File: config.mk
export PLATFORM = sky130hd
export DESIGN_NAME = itrb_top
export DESIGN_NICKNAME = d
export VERILOG_FILES = /design/src/shared/itrb_pkg.sv /design/src/design/itrb_sync2.sv /design/src/design/itrb_top.sv
export SDC_FILE = /design/constraint.sdc
export NUM_CORES = 1
export LEC_CHECK = 0
export BUFFER_PORTS_ARGS = -buffer_cell sky130_fd_sc_hd__buf_4
export CAP_MARGIN = 15
export CORE_MARGIN = 3
export CORE_UTILIZATION = 55
export DETAILED_ROUTE_END_ITERATION = 10
export PLACE_DENSITY = 0.73
export SLEW_MARGIN = 20
export SYNTH_ARGS = -nofsm -noshare
export SYNTH_HDL_FRONTEND = slang
export SYNTH_HIERARCHICAL = 1
export SYNTH_SLANG_ARGS = --single-unit
File: constraint.sdc
create_clock -name clk -period 5.2 [get_ports clk]
set_input_delay 1.3 -clock clk [delete_from_list [all_inputs] [get_ports clk]]
set_output_delay 1.3 -clock clk [all_outputs]
set_load 0.01 [all_outputs]
File: src/shared/itrb_pkg.sv
package itrb_pkg;
	localparam int NREG = 8;
	localparam logic [7:0] OFFS_CL = 8'h4F;
	localparam logic [7:0] OFFS_WB = 8'h54;
	localparam logic [7:0] OFFS_CP = 8'h57;
	localparam logic [7:0] OFFS_R58 = 8'h58;
	localparam logic [7:0] OFFS_DO = 8'h59;
	localparam logic [7:0] OFFS_SA = 8'h5A;
	localparam logic [7:0] OFFS_CH = 8'h5B;
	localparam logic [7:0] OFFS_R5C = 8'h5C;
	localparam logic [7:0] RST_CL = 8'h00;
	localparam logic [7:0] RST_WB = 8'h09;
	localparam logic [7:0] RST_CP = 8'h81;
	localparam logic [7:0] RST_R58 = 8'hF5;
	localparam logic [7:0] RST_DO = 8'h00;
	localparam logic [7:0] RST_SA = 8'h28;
	localparam logic [7:0] RST_CH = 8'h00;
	localparam logic [7:0] RST_R5C = 8'h13;
	localparam int IX_CL = 0;
	localparam int IX_WB = 1;
	localparam int IX_CP = 2;
	localparam int IX_DO = 4;
	localparam int IX_SA = 5;
	localparam int IX_CH = 6;
	localparam logic [7:0] REG_OFFS [NREG] = '{OFFS_CL, OFFS_WB, OFFS_CP, OFFS_R58,
		OFFS_DO, OFFS_SA, OFFS_CH, OFFS_R5C};
	localparam logic [7:0] REG_RST [NREG] = '{RST_CL, RST_WB, RST_CP, RST_R58,
		RST_DO, RST_SA, RST_CH, RST_R5C};
	// Field positions
	localparam int LY_H = 7;
	localparam int LY_L = 6;
	localparam int CL_UVD = 4;
	localparam int CL_AVG = 2;
	localparam int KL_H = 1;
	localparam int KL_L = 0;
	localparam int WB_CTR = 6;
	localparam int WB_SMART = 4;
	localparam int WB_SEED = 3;
	localparam int AG_H = 1;
	localparam int AG_L = 0;
	localparam int CP_EN = 7;
	localparam int DRV_H = 6;
	localparam int DRV_L = 4;
	localparam int CP_VS = 3;
	localparam int DO_SGN = 6;
	localparam int MAG_H = 5;
	localparam int MAG_L = 0;
	localparam int SA_EN = 6;
	localparam int SA_FLR = 5;
	localparam int CMIN_H = 3;
	localparam int CMIN_L = 2;
	localparam int CMAX_H = 1;
	localparam int CMAX_L = 0;
	localparam logic [1:0] AG_6A = 2'h0;
	localparam logic [1:0] AG_12 = 2'h1;
	localparam logic [1:0] AG_6B = 2'h2;
	localparam logic [4:0] G6 = 5'h06;
	localparam logic [4:0] G12 = 5'h0C;
	localparam logic [4:0] G18 = 5'h12;
	localparam logic [6:0] SAT_LO = 7'h28;
	localparam logic [6:0] SAT_HI = 7'h32;
	// Serial bus address, value is arbitrary
	localparam logic [6:0] DEV_ADDR = 7'h2A;
	localparam logic [1:0] PIN_IDLE = 2'h3;
	localparam logic [3:0] BYTE_BITS = 4'h8;
endpackage

File: src/design/itrb_sync2.sv
`timescale 1ns/100ps
module itrb_sync2 (
	input wire logic clk,
	input wire logic rst_n,
	input wire logic [1:0] d,
	output logic [1:0] q
);
	logic [1:0] meta_reg;
	logic [1:0] q_reg;

	// Resets to idle bus levels so no false start is seen at release
	always_ff @(posedge clk or negedge rst_n) begin
		if (!rst_n) begin
			meta_reg <= itrb_pkg::PIN_IDLE;
			q_reg <= itrb_pkg::PIN_IDLE;
		end else begin
			meta_reg <= d;
			q_reg <= meta_reg;
		end
	end

	assign q = q_reg;
endmodule // itrb_sync2

File: src/design/itrb_top.sv
`timescale 1ns/100ps
module itrb_top (
	input wire logic clk,
	input wire logic rstn,
	input wire logic scl,
	input wire logic sda,
	output logic sda_level,
	output logic sda_oe,
	output logic [1:0] luma_delay_sel,
	output logic chroma_delay_en,
	output logic chroma_avg_en,
	output logic [1:0] color_kill_level,
	output logic awb_center_only,
	output logic awb_smart_en,
	output logic awb_seed_en,
	output logic [4:0] agc_max_gain_db,
	output logic agc_step_eighth,
	output logic pump_en,
	output logic [2:0] pump_drive,
	output logic vsync_drop_suppress,
	output logic dark_offset_neg,
	output logic [5:0] dark_offset_mag,
	output logic signed [6:0] dark_offset_value,
	output logic smart_color_en,
	output logic [6:0] sat_floor_pct,
	output logic [1:0] awb_chroma_min,
	output logic [1:0] awb_chroma_max
);
	typedef enum logic [3:0] {
		ST_IDLE, ST_ADDR, ST_ADDR_ACK, ST_SUB, ST_SUB_ACK,
		ST_WDATA, ST_WDATA_ACK, ST_RDATA, ST_RACK
	} itrb_state_e;

	logic [1:0] rst_sync_reg;
	logic rst_n;
	logic [1:0] pin_sync;
	logic [1:0] pin_prev_reg;
	logic scl_s;
	logic sda_s;
	logic scl_rise;
	logic scl_fall;
	logic start_det;
	logic stop_det;
	itrb_state_e state_reg;
	logic [3:0] bit_cnt_reg;
	logic [7:0] rx_reg;
	logic [7:0] tx_reg;
	logic [7:0] sub_reg;
	logic rw_reg;
	logic mack_reg;
	logic sda_oe_reg;
	logic wr_stb;
	logic [7:0] rd_data;
	logic [7:0] bank [itrb_pkg::NREG];
	logic [7:0] cl;
	logic [7:0] wb;
	logic [7:0] cp;
	logic [7:0] dof;
	logic [7:0] sa;
	logic [7:0] ch;
	logic [6:0] mag_ext;

	////////////////////////////////////////////////////////////////////////////
	// Reset release and pin synchronisers

	always_ff @(posedge clk or negedge rstn) begin
		if (!rstn) begin
			rst_sync_reg <= 2'h0;
		end else begin
			rst_sync_reg <= {rst_sync_reg[0], 1'b1};
		end
	end

	assign rst_n = rst_sync_reg[1];

	itrb_sync2 u_sync (
		.clk(clk),
		.rst_n(rst_n),
		.d({scl, sda}),
		.q(pin_sync)
	);

	always_ff @(posedge clk or negedge rst_n) begin
		if (!rst_n) begin
			pin_prev_reg <= itrb_pkg::PIN_IDLE;
		end else begin
			pin_prev_reg <= pin_sync;
		end
	end

	assign scl_s = pin_sync[1];
	assign sda_s = pin_sync[0];
	assign scl_rise = scl_s & ~pin_prev_reg[1];
	assign scl_fall = ~scl_s & pin_prev_reg[1];
	// Data may only change while the clock is low, so these mark framing
	assign start_det = scl_s & pin_prev_reg[1] & pin_prev_reg[0] & ~sda_s;
	assign stop_det = scl_s & pin_prev_reg[1] & ~pin_prev_reg[0] & sda_s;

	////////////////////////////////////////////////////////////////////////////
	// Serial control bus slave

	always_ff @(posedge clk or negedge rst_n) begin
		if (!rst_n) begin
			rx_reg <= 8'h00;
		end else if (scl_rise) begin
			rx_reg <= {rx_reg[6:0], sda_s};
		end
	end

	assign wr_stb = scl_fall && state_reg == ST_WDATA && bit_cnt_reg == itrb_pkg::BYTE_BITS;

	always_ff @(posedge clk or negedge rst_n) begin
		if (!rst_n) begin
			state_reg <= ST_IDLE;
			bit_cnt_reg <= 4'h0;
			tx_reg <= 8'h00;
			sub_reg <= 8'h00;
			rw_reg <= 1'b0;
			mack_reg <= 1'b0;
			sda_oe_reg <= 1'b0;
		end else if (start_det) begin
			state_reg <= ST_ADDR;
			bit_cnt_reg <= 4'h0;
			sda_oe_reg <= 1'b0;
		end else if (stop_det) begin
			state_reg <= ST_IDLE;
			sda_oe_reg <= 1'b0;
		end else if (scl_rise) begin
			case (state_reg)
				ST_ADDR, ST_SUB, ST_WDATA, ST_RDATA: begin
					bit_cnt_reg <= bit_cnt_reg + 4'h1;
				end
				ST_RACK: begin
					mack_reg <= ~sda_s;
				end
				default: begin
				end
			endcase
		end else if (scl_fall) begin
			case (state_reg)
				ST_ADDR: begin
					if (bit_cnt_reg == itrb_pkg::BYTE_BITS) begin
						if (rx_reg[7:1] == itrb_pkg::DEV_ADDR) begin
							state_reg <= ST_ADDR_ACK;
							rw_reg <= rx_reg[0];
							sda_oe_reg <= 1'b1;
						end else begin
							state_reg <= ST_IDLE;
						end
					end
				end
				ST_ADDR_ACK: begin
					bit_cnt_reg <= 4'h0;
					if (rw_reg) begin
						state_reg <= ST_RDATA;
						sda_oe_reg <= ~rd_data[7];
						tx_reg <= {rd_data[6:0], 1'b0};
					end else begin
						state_reg <= ST_SUB;
						sda_oe_reg <= 1'b0;
					end
				end
				ST_SUB: begin
					if (bit_cnt_reg == itrb_pkg::BYTE_BITS) begin
						sub_reg <= rx_reg;
						state_reg <= ST_SUB_ACK;
						sda_oe_reg <= 1'b1;
					end
				end
				ST_WDATA: begin
					if (bit_cnt_reg == itrb_pkg::BYTE_BITS) begin
						sub_reg <= sub_reg + 8'h01;
						state_reg <= ST_WDATA_ACK;
						sda_oe_reg <= 1'b1;
					end
				end
				ST_SUB_ACK, ST_WDATA_ACK: begin
					state_reg <= ST_WDATA;
					bit_cnt_reg <= 4'h0;
					sda_oe_reg <= 1'b0;
				end
				ST_RDATA: begin
					if (bit_cnt_reg == itrb_pkg::BYTE_BITS) begin
						sub_reg <= sub_reg + 8'h01;
						state_reg <= ST_RACK;
						sda_oe_reg <= 1'b0;
					end else begin
						sda_oe_reg <= ~tx_reg[7];
						tx_reg <= {tx_reg[6:0], 1'b0};
					end
				end
				ST_RACK: begin
					if (mack_reg) begin
						state_reg <= ST_RDATA;
						bit_cnt_reg <= 4'h0;
						sda_oe_reg <= ~rd_data[7];
						tx_reg <= {rd_data[6:0], 1'b0};
					end else begin
						state_reg <= ST_IDLE;
					end
				end
				default: begin
					state_reg <= ST_IDLE;
				end
			endcase
		end
	end

	// Open-drain: only ever pulls low
	always_ff @(posedge clk or negedge rst_n) begin
		if (!rst_n) begin
			sda_level <= 1'b0;
		end else begin
			sda_level <= 1'b0;
		end
	end

	assign sda_oe = sda_oe_reg;

	////////////////////////////////////////////////////////////////////////////
	// Register bank

	// Reserved bytes are stored whole, so whatever the host wrote reads back
	genvar g;
	generate
		for (g = 0; g < itrb_pkg::NREG; g++) begin : g_reg
			always_ff @(posedge clk or negedge rst_n) begin
				if (!rst_n) begin
					bank[g] <= itrb_pkg::REG_RST[g];
				end else if (wr_stb && sub_reg == itrb_pkg::REG_OFFS[g]) begin
					bank[g] <= rx_reg;
				end
			end
		end
	endgenerate

	// Unmapped offsets read zero and ignore writes
	always_comb begin
		rd_data = 8'h00;
		for (int i = 0; i < itrb_pkg::NREG; i++) begin
			if (sub_reg == itrb_pkg::REG_OFFS[i]) begin
				rd_data = bank[i];
			end
		end
	end

	assign cl = bank[itrb_pkg::IX_CL];
	assign wb = bank[itrb_pkg::IX_WB];
	assign cp = bank[itrb_pkg::IX_CP];
	assign dof = bank[itrb_pkg::IX_DO];
	assign sa = bank[itrb_pkg::IX_SA];
	assign ch = bank[itrb_pkg::IX_CH];
	assign mag_ext = {1'b0, dof[itrb_pkg::MAG_H:itrb_pkg::MAG_L]};

	////////////////////////////////////////////////////////////////////////////
	// Field outputs to the processing datapaths

	always_ff @(posedge clk or negedge rst_n) begin
		if (!rst_n) begin
			luma_delay_sel <= 2'h0;
			chroma_delay_en <= 1'b0;
			chroma_avg_en <= 1'b0;
			color_kill_level <= 2'h0;
			awb_center_only <= 1'b0;
			awb_smart_en <= 1'b0;
			awb_seed_en <= itrb_pkg::RST_WB[itrb_pkg::WB_SEED];
			agc_max_gain_db <= itrb_pkg::G12;
			agc_step_eighth <= 1'b0;
			pump_en <= itrb_pkg::RST_CP[itrb_pkg::CP_EN];
			pump_drive <= 3'h0;
			vsync_drop_suppress <= 1'b0;
			dark_offset_neg <= 1'b0;
			dark_offset_mag <= 6'h00;
			dark_offset_value <= 7'h00;
			smart_color_en <= 1'b0;
			sat_floor_pct <= itrb_pkg::SAT_HI;
			awb_chroma_min <= 2'h0;
			awb_chroma_max <= 2'h0;
		end else begin
			luma_delay_sel <= cl[itrb_pkg::LY_H:itrb_pkg::LY_L];
			chroma_delay_en <= cl[itrb_pkg::CL_UVD];
			chroma_avg_en <= cl[itrb_pkg::CL_AVG];
			color_kill_level <= cl[itrb_pkg::KL_H:itrb_pkg::KL_L];
			awb_center_only <= wb[itrb_pkg::WB_CTR];
			awb_smart_en <= wb[itrb_pkg::WB_SMART];
			awb_seed_en <= wb[itrb_pkg::WB_SEED];
			// Codes 00 and 10 alias to the same 6dB ceiling
			case (wb[itrb_pkg::AG_H:itrb_pkg::AG_L])
				itrb_pkg::AG_6A, itrb_pkg::AG_6B: agc_max_gain_db <= itrb_pkg::G6;
				itrb_pkg::AG_12: agc_max_gain_db <= itrb_pkg::G12;
				default: agc_max_gain_db <= itrb_pkg::G18;
			endcase
			agc_step_eighth <= &wb[itrb_pkg::AG_H:itrb_pkg::AG_L];
			pump_en <= cp[itrb_pkg::CP_EN];
			pump_drive <= cp[itrb_pkg::DRV_H:itrb_pkg::DRV_L];
			vsync_drop_suppress <= cp[itrb_pkg::CP_VS];
			dark_offset_neg <= dof[itrb_pkg::DO_SGN];
			dark_offset_mag <= dof[itrb_pkg::MAG_H:itrb_pkg::MAG_L];
			// Pre-signed copy saves the offset adder a negation
			dark_offset_value <= dof[itrb_pkg::DO_SGN] ? 7'h00 - mag_ext : mag_ext;
			smart_color_en <= sa[itrb_pkg::SA_EN];
			sat_floor_pct <= sa[itrb_pkg::SA_FLR] ? itrb_pkg::SAT_HI : itrb_pkg::SAT_LO;
			awb_chroma_min <= ch[itrb_pkg::CMIN_H:itrb_pkg::CMIN_L];
			awb_chroma_max <= ch[itrb_pkg::CMAX_H:itrb_pkg::CMAX_L];
		end
	end

	////////////////////////////////////////////////////////////////////////////
	// Checks

	a_luma_delay: assert property (@(posedge clk) disable iff (!rst_n)
		(wr_stb && sub_reg == itrb_pkg::OFFS_CL) |-> ##2 luma_delay_sel == $past(rx_reg[7:6], 2))
		else $error("luma delay select not taken from write");
	a_chroma_delay: assert property (@(posedge clk) disable iff (!rst_n)
		(wr_stb && sub_reg == itrb_pkg::OFFS_CL) |-> ##2 chroma_delay_en == $past(rx_reg[4], 2))
		else $error("chroma delay enable not taken from write");
	a_chroma_avg: assert property (@(posedge clk) disable iff (!rst_n)
		(wr_stb && sub_reg == itrb_pkg::OFFS_CL) |-> ##2 chroma_avg_en == $past(rx_reg[2], 2))
		else $error("chroma averaging not taken from write");
	a_color_kill: assert property (@(posedge clk) disable iff (!rst_n)
		(wr_stb && sub_reg == itrb_pkg::OFFS_CL) |-> ##2 color_kill_level == $past(rx_reg[1:0], 2))
		else $error("colour kill level not taken from write");
	a_awb_region: assert property (@(posedge clk) disable iff (!rst_n)
		(wr_stb && sub_reg == itrb_pkg::OFFS_WB) |-> ##2 awb_center_only == $past(rx_reg[6], 2))
		else $error("awb region not taken from write");
	a_awb_smart: assert property (@(posedge clk) disable iff (!rst_n)
		$rose(wb[itrb_pkg::WB_SMART]) |-> ##1 awb_smart_en)
		else $error("smart awb enable late");
	a_awb_seed: assert property (@(posedge clk) disable iff (!rst_n)
		(wr_stb && sub_reg == itrb_pkg::OFFS_WB) |-> ##2 awb_seed_en == $past(rx_reg[3], 2))
		else $error("awb seed not taken from write");
	a_agc_step: assert property (@(posedge clk) disable iff (!rst_n)
		agc_step_eighth == (agc_max_gain_db == itrb_pkg::G18))
		else $error("agc step does not match ceiling");
	a_agc_alias: assert property (@(posedge clk) disable iff (!rst_n)
		($past(wb[1:0]) == itrb_pkg::AG_6B) |-> agc_max_gain_db == itrb_pkg::G6)
		else $error("agc code 10 not 6dB");
	a_pump_ctrl: assert property (@(posedge clk) disable iff (!rst_n)
		(wr_stb && sub_reg == itrb_pkg::OFFS_CP) |-> ##2
		{pump_en, pump_drive} == $past(rx_reg[7:4], 2))
		else $error("charge pump control not taken from write");
	a_vsync_drop: assert property (@(posedge clk) disable iff (!rst_n)
		(wr_stb && sub_reg == itrb_pkg::OFFS_CP) |-> ##2 vsync_drop_suppress == $past(rx_reg[3], 2))
		else $error("vsync suppress not taken from write");
	a_dark_offset: assert property (@(posedge clk) disable iff (!rst_n)
		dark_offset_value == (dark_offset_neg ? 7'h00 - {1'b0, dark_offset_mag}
		: {1'b0, dark_offset_mag}))
		else $error("dark offset value disagrees with sign and magnitude");
	a_smart_color: assert property (@(posedge clk) disable iff (!rst_n)
		$fell(sa[itrb_pkg::SA_EN]) |=> !smart_color_en)
		else $error("smart colour not cleared");
	a_sat_floor: assert property (@(posedge clk) disable iff (!rst_n)
		(wr_stb && sub_reg == itrb_pkg::OFFS_SA) |-> ##2
		sat_floor_pct == ($past(rx_reg[5], 2) ? itrb_pkg::SAT_HI : itrb_pkg::SAT_LO))
		else $error("saturation floor wrong");
	a_chroma_limits: assert property (@(posedge clk) disable iff (!rst_n)
		(wr_stb && sub_reg == itrb_pkg::OFFS_CH) |-> ##2
		{awb_chroma_min, awb_chroma_max} == $past(rx_reg[3:0], 2))
		else $error("chroma limits not taken from write");
	a_read_back: assert property (@(posedge clk) disable iff (!rst_n)
		(wr_stb && sub_reg == itrb_pkg::OFFS_R58) |=> bank[3] == $past(rx_reg))
		else $error("reserved byte does not hold written value");
	a_bank_hold: assert property (@(posedge clk) disable iff (!rst_n)
		!wr_stb |=> $stable(bank[itrb_pkg::IX_DO]))
		else $error("register changed without a write");
endmodule // itrb_top

==> impl_metrics.json, run 1 <==
{
  "drv_cap": 0,
  "crit_fanout": 26,
  "tritoncts": "yes",
  "tns_ps": 0,
  "power_density_nw_per_um2": 368,
  "final_common_cell": "dfrtp_1",
  "drtPass1Iterations": 5,
  "period_minus_slack_ps": 2740,
  "grt_max_degree": 61,
  "start_util_pct": 57.2,
  "path_class": "reg -> reg",
  "dp_hpwl_um": 9430,
  "antenna_found_initial": 0,
  "final_cell_mix": "dfrtp_1 (117), mux2_1 (56), buf_4 (47), nor2_1 (36), dfstp_2 (26)",
  "row_count": 39,
  "clock_sinks": 144,
  "wl_um": 14100,
  "cts_buffers": 17,
  "slew_violations": 0,
  "vias": 4463,
  "clk_latency_ps": 430,
  "syn2layout_area_growth_pct": 13.2,
  "portBuffers": 45,
  "seqCellArea_um2": 3640,
  "finClkSkew_ps": 12.8,
  "crit_arrival_ps": 3040,
  "netlist_instances": 558,
  "drive_gt1_share_pct": 22.7,
  "post_drt_wl_per_cell_um": 19.0,
  "critPathMaxStageDelay_ps": 800,
  "place.gp.congestion": 0.868,
  "cts-root-buf": "clkbuf_16",
  "p_leak_nw": 3.48,
  "regMostFlops": "bank",
  "grt_pass1_vias": 4457,
  "max-slew-margin-rel_pct": 37.2,
  "ios": 52,
  "hold_viol": 0,
  "n_antenna_cell": 0,
  "overflow": 0,
  "clockBufferDepth": 2,
  "synth_edf_count": 0,
  "track_usage_pct": 22.9,
  "core_area_um2": 11600,
  "die_y_um": 116,
  "start_kind": "register",
  "mappedNetlistArea_um2": 6610,
  "irDropWorstVdd_mv": 0.261,
  "critPathTopFamily": "simple AND/OR/NAND/NOR gates",
  "cts.htree.levels": 4,
  "end_kind": "register",
  "fin_nets": 600,
  "finalPower_mw": 2.76,
  "fp.dieW_um": 116,
  "cts_resized": 0,
  "fillers": 869,
  "multiInputGateArea_um2": 2700,
  "r2r_start": "sub_reg[1]",
  "setup_viol": 0,
  "yosys_most_used_dff": "dfrtp_1",
  "required_ps": 5500,
  "drt_first_iter_violations": 346,
  "fmax_mhz": 365,
  "cts_setup_buffers": 0,
  "path_clk_slew_ps": 60,
  "avgSynthCellArea_um2": 11.9,
  "hold_buffers": 0,
  "viasPerCell": 6.02,
  "crit_slowest_cell": "ha_1",
  "run_status": "finished clean",
  "worst_pin_slew_ps": 943,
  "hp-class": "reg -> async",
  "synth_cell_types": 70,
  "ys_seq_area_share_pct": 55.0,
  "path_buf_inv": 0,
  "grt_pass1_wl_um": 23400,
  "crit_path_start": "sub_reg[1]",
  "largest_reg_flops": 16,
  "async_flop_share_pct": 100,
  "period_share_pct": 52.7,
  "dieArea_um2": 13400,
  "grt_setup_unrepaired": "false",
  "path_cells": "ha_1 -> nand2_1 -> nor3_2 -> nand2b_1 -> mux2_1",
  "ant_nets": 0,
  "synth_warnings": 6,
  "post-route-drc-count": 0,
  "synth_seq_cells": 144
}
[final cells by class]
cell class / count / area share [%]
clock buffer: 21 / 6.15
clock inverter: 11 / 1.09
inverter: 21 / 1.05
multi-input combinational: 354 / 36.0
sequential: 144 / 48.6
tap: 143 / 2.39
timing repair buffer: 47 / 4.71
[final timing paths]
path | slack, ps | to | depth (start not counted)
setup / recovery | 2460 | cp[4] | 5
hold / removal | 350 | color_kill_level[1] | 0
setup reg to reg | 2460 | cp[4] | 5
hold reg to reg | 350 | color_kill_level[1] | 0
max in group asynchronous | 3670 | sat_floor_pct[3] | 1
min in group clk | 360 | u_sync/q[1] | 0
[cell usage after synthesis, types with 9 or more instances]
| cell type | number | area, µm² |
|---|---|---|
| mux2_1 | 56 | 631 |
| nor2_1 | 36 | 135 |
| nor3_1 | 11 | 55.1 |
| clkbuf_1 | 21 | 78.8 |
| o22ai_1 | 9 | 56.3 |
| nand2b_1 | 10 | 62.6 |
| nor2b_1 | 9 | 56.3 |
| dfrtp_1 | 118 | 2950 |
| a21oi_1 | 18 | 90.1 |
| buf_2 | 11 | 55.1 |
| o21ai_0 | 13 | 65.1 |
| mux2_2 | 17 | 191 |
| ha_1 | 11 | 138 |
| inv_1 | 21 | 78.8 |
| nand2_1 | 25 | 93.8 |
| buf_4 | 9 | 67.6 |
| dfstp_2 | 26 | 683 |
[power by group]
| part | leakage (nW) | internal [mW] | total (mW) | switching [mW] |
|---|---|---|---|---|
| Clock | 0.260 | 0.636 | 1.11 | 0.469 |
| Sequential | 1.87 | 1.19 | 1.38 | 0.192 |
| Combinational | 1.35 | 0.124 | 0.271 | 0.147 |
[logic make-up after synthesis]
family | synth area share (%)
AO/OA/AOI/OAI | 12.3
buffers and inverters | 4.52
AND/OR/NAND/NOR | 12.2
adder cells (fa/ha/maj) | 2.08
flip-flops | 55.0
other | 0.114
XOR/XNOR | 0.795
multiplexers | 13.0
[stage by stage]
| stage | instance area, µm² | std cells | hold slack, ps | utilization (%) | setup slack [ps] |
|---|---|---|---|---|---|
| 5_1_grt | 7490 | 741 | 365 | 64.8 | 2320 |
| 4_1_cts | 7490 | 741 | 360 | 64.8 | 2510 |
| 6_report | 7490 | 741 | 351 | 64.8 | 2460 |
| 3_5_place_dp | 6950 | 709 | 336 | 60.1 | 2520 |
| 3_3_place_gp | 6950 | 709 | 344 | 60.1 | 2670 |
| 2_1_floorplan | 6630 | 563 | 331 | - | 936 |
[per-layer routing]
layer  track usage, %  vias up  part of all wire (%)
met3             4.96       20                   4.3
met2             36.0      123                    48
met1             31.4     2263                    46
met4             9.13        0                   1.7
met5                0        -                     0
li1                 -     2057                     -
No activity file was read; power rests on OpenSTA's default activity.
==> run 2: changes to the inputs <==
- ABC_AREA: unset -> 1
- CORE_UTILIZATION: 55 -> 54
- PLACE_DENSITY: 0.73 -> 0.75
- clock period: 5.2 -> 2.45 ns (I/O delays scaled with it)
==> run 2 against run 1 <==
Net effect:
- register-to-register slack lost 2200 ps
- critical path depth rose by 7
- clock-buffer cell count rose by 1
- synthesized area down 2.4%
- combinational power barely moved
- synthesized cell count up 35%
- clock power up 120%
- fmax grew 27%
- final cell count increased by 31%
- hold slack got worse by 50 ps
- routed wire length is 4.6% higher
- critical endpoint is now tx_reg[7]
- first-iteration DRC count rose by 58%
==> impl_metrics.json, run 2 <==
{
  "run_status": "finished clean",
  "crit_fanout": 14,
  "internal_power_mw": 3.93,
  "power_density_nw_per_um2": 678,
  "end_kind": "register",
  "drt_first_iter_violations": 547,
  "p_leak_nw": 3.80,
  "slew_violations": 0,
  "synth_warnings": 6,
  "grt_setup_unrepaired": "false",
  "overflow": 0,
  "syn2layout_area_growth_pct": 17.4,
  "clk_latency_ps": 420,
  "fillers": 929,
  "avgSynthCellArea_um2": 8.57,
  "synth_common_cells": "nand2_1 (216), dfrtp_1 (118), o21ai_0 (113)",
  "ys_seq_area_share_pct": 56.3,
  "place.gp.congestion": 0.944,
  "netlist_instances": 753,
  "ys_top_cells_by_area": "dfrtp_1 (46%), nand2_1 (13%), dfstp_2 (11%)",
  "rrSetupSlack_ps": 300,
  "synth_seq_cells": 144,
  "drtPass1Iterations": 5,
  "n_antenna_cell": 0,
  "cts.htree.levels": 4,
  "path_class": "reg -> reg",
  "fin_area_um2": 7580,
  "cp-endpoint": "tx_reg[7]",
  "period_minus_slack_ps": 2150,
  "final_common_cell": "nand2_1",
  "drive_gt1_share_pct": 16.6,
  "worst_pin_slew_ps": 640,
  "reg2reg_depth": 12,
  "row_count": 39,
  "yosys.area.top_type": "dfrtp_1",
  "cts_buffers": 17,
  "regMostFlops": "bank",
  "yosys_most_used_dff": "dfrtp_1",
  "final_cells": 969,
  "dp.cells": 936,
  "tns_ps": 0,
  "start_kind": "register",
  "largest_reg_flops": 16,
  "clock_sinks": 144,
  "core_area_um2": 11600,
  "swShare_pct": 23.5,
  "cts_setup_buffers": 0,
  "die_y_um": 115,
  "wl_um": 14700,
  "synth_cell_types": 33,
  "portBuffers": 45,
  "synth_edf_count": 0,
  "viasPerCell": 5.44,
  "max-slew-margin-rel_pct": 57.4,
  "fp.dieW_um": 115,
  "track_usage_pct": 24.3,
  "p_switching_mw": 1.21,
  "required_ps": 2760,
  "tritoncts": "yes",
  "mappedNetlistArea_um2": 6460,
  "post_drt_wl_per_cell_um": 15.2,
  "final_cell_mix": "nand2_1 (216), dfrtp_1 (117), o21ai_0 (113), inv_1 (91), buf_4 (64)",
  "hold_viol": 0,
  "finClkSkew_ps": 8.10,
  "ant_nets": 0,
  "drv_cap": 0,
  "synth_top_cell_area_share_pct": 45.7,
  "finalPower_mw": 5.14,
  "p_clk_share_pct": 46.7,
  "reg2reg_to": "tx_reg[7]",
  "start_util_pct": 55.8,
  "place_area_um2": 7010,
  "period_share_pct": 87.7,
  "irDropWorstVdd_mv": 0.580,
  "async_flop_share_pct": 100,
  "setup_viol": 0,
  "hp-class": "in -> reg",
  "synth.most_common_cell": "nand2_1",
  "fin_nets": 828,
  "dieArea_um2": 13300,
  "grt_pass1_vias": 4991,
  "p_seq_share_pct": 48.1,
  "antenna_found_initial": 0,
  "fmax_mhz": 465,
  "path_clk_slew_ps": 60,
  "clockBufferDepth": 2,
  "grt_pass1_wl_um": 24900,
  "grt_max_degree": 51,
  "dp_hpwl_um": 10000,
  "post-route-drc-count": 0,
  "crit_path_start": "sub_reg[5]",
  "crit_arrival_ps": 2460,
  "r2r_start": "sub_reg[5]",
  "cts-root-buf": "clkbuf_16",
  "pwr-share-comb_pct": 5.2,
  "ios": 52,
  "worst_hold_slack_ps": 300,
  "vias": 5270
}
-- run 2: changes by cell type after synthesis, sizes merged, moves of 9 or more --
cell	delta
nand2	+189
nand3	+37
nand2b	-10
nand4	+12
o21ai	+97
mux2	-73
clkbuf	-12
nor2b	-9
inv	+74
-- run 2: repair_timing --
action                                  4_1_cts  5_1_grt
endpoints found under the hold margin         2        0
endpoints found under the setup margin        0        1
resized for setup                             0        2
hold buffers                                  1        0
-- run 2: layout make-up --
cell class / count / area, µm² / share of cell area (%)
sequential: 144 / 3640 / 48.0
inverter: 95 / 357 / 4.71
timing repair buffer: 67 / 531 / 7.00
tap: 143 / 179 / 2.36
multi-input combinational: 488 / 2320 / 30.6
clock inverter: 10 / 91.3 / 1.21
clock buffer: 22 / 464 / 6.13
-- run 2: cells by family (layout without fill, tap and decap cells) --
logic type	count (synthesis)	after routing	share of synthesized area, %
AO/OA/AOI/OAI	140	140	11.4
XOR/XNOR	4	4	0.543
adder cells (fa/ha/maj)	11	11	2.13
buffers and inverters	126	194	8.18
flip-flops	144	144	56.3
other	2	7	0.116
AND/OR/NAND/NOR	326	326	21.4
-- run 2: critical path: stages, from the launching register on --
cell	delay, ps
dfrtp_1	390
inv_1	130
nand2_1	100
nor2_4	270
nand2_1	100
nor2_1	360
inv_1	250
o21ai_0	150
inv_1	80
nand2_1	70
nand2_1	40
nand2_1	50
nand2_1	50
-- run 2: worst min-delay path by stage --
stage / slack [ps] / depth (start not counted) / from / end
CTS: 280 / 1 / scl / u_sync/meta_reg[1]
detailed placement: 350 / 0 / rst_sync_reg[0] / rst_sync_reg[1]
global placement: 340 / 0 / rst_sync_reg[0] / rst_sync_reg[1]
global route: 290 / 1 / sda / u_sync/meta_reg[0]
floorplan: 320 / 0 / rstn / rst_sync_reg[0]
finish: 300 / 1 / scl / u_sync/meta_reg[1]
-- run 2: metrics by stage --
stage                     util (%)  setup slack (ps)
after CTS                     65.5               227
after detailed placement      60.6               241
final                         65.5               300
after floorplan                  -              84.2
after global placement        60.6               312
after global routing          65.5              14.2
-- run 2: power groups by stage --
stage          Clock, mW  Sequential [mW]  Combinational, mW
2_1_floorplan          0             2.52              0.119
3_3_place_gp           0             2.51              0.254
3_5_place_dp           0             2.51              0.264
4_1_cts             2.44             2.47              0.268
5_1_grt             2.55             2.48              0.297
6_report            2.40             2.47              0.268
-- run 2: per-layer routing --
metal  up-vias  part of all wire, %  GRT usage, %
met5         -                    0             0
met1      2541                   46          34.0
li1       2526                    -             -
met2       177                   46          36.5
met3        26                  5.8          6.16
met4         0                  2.1          9.78
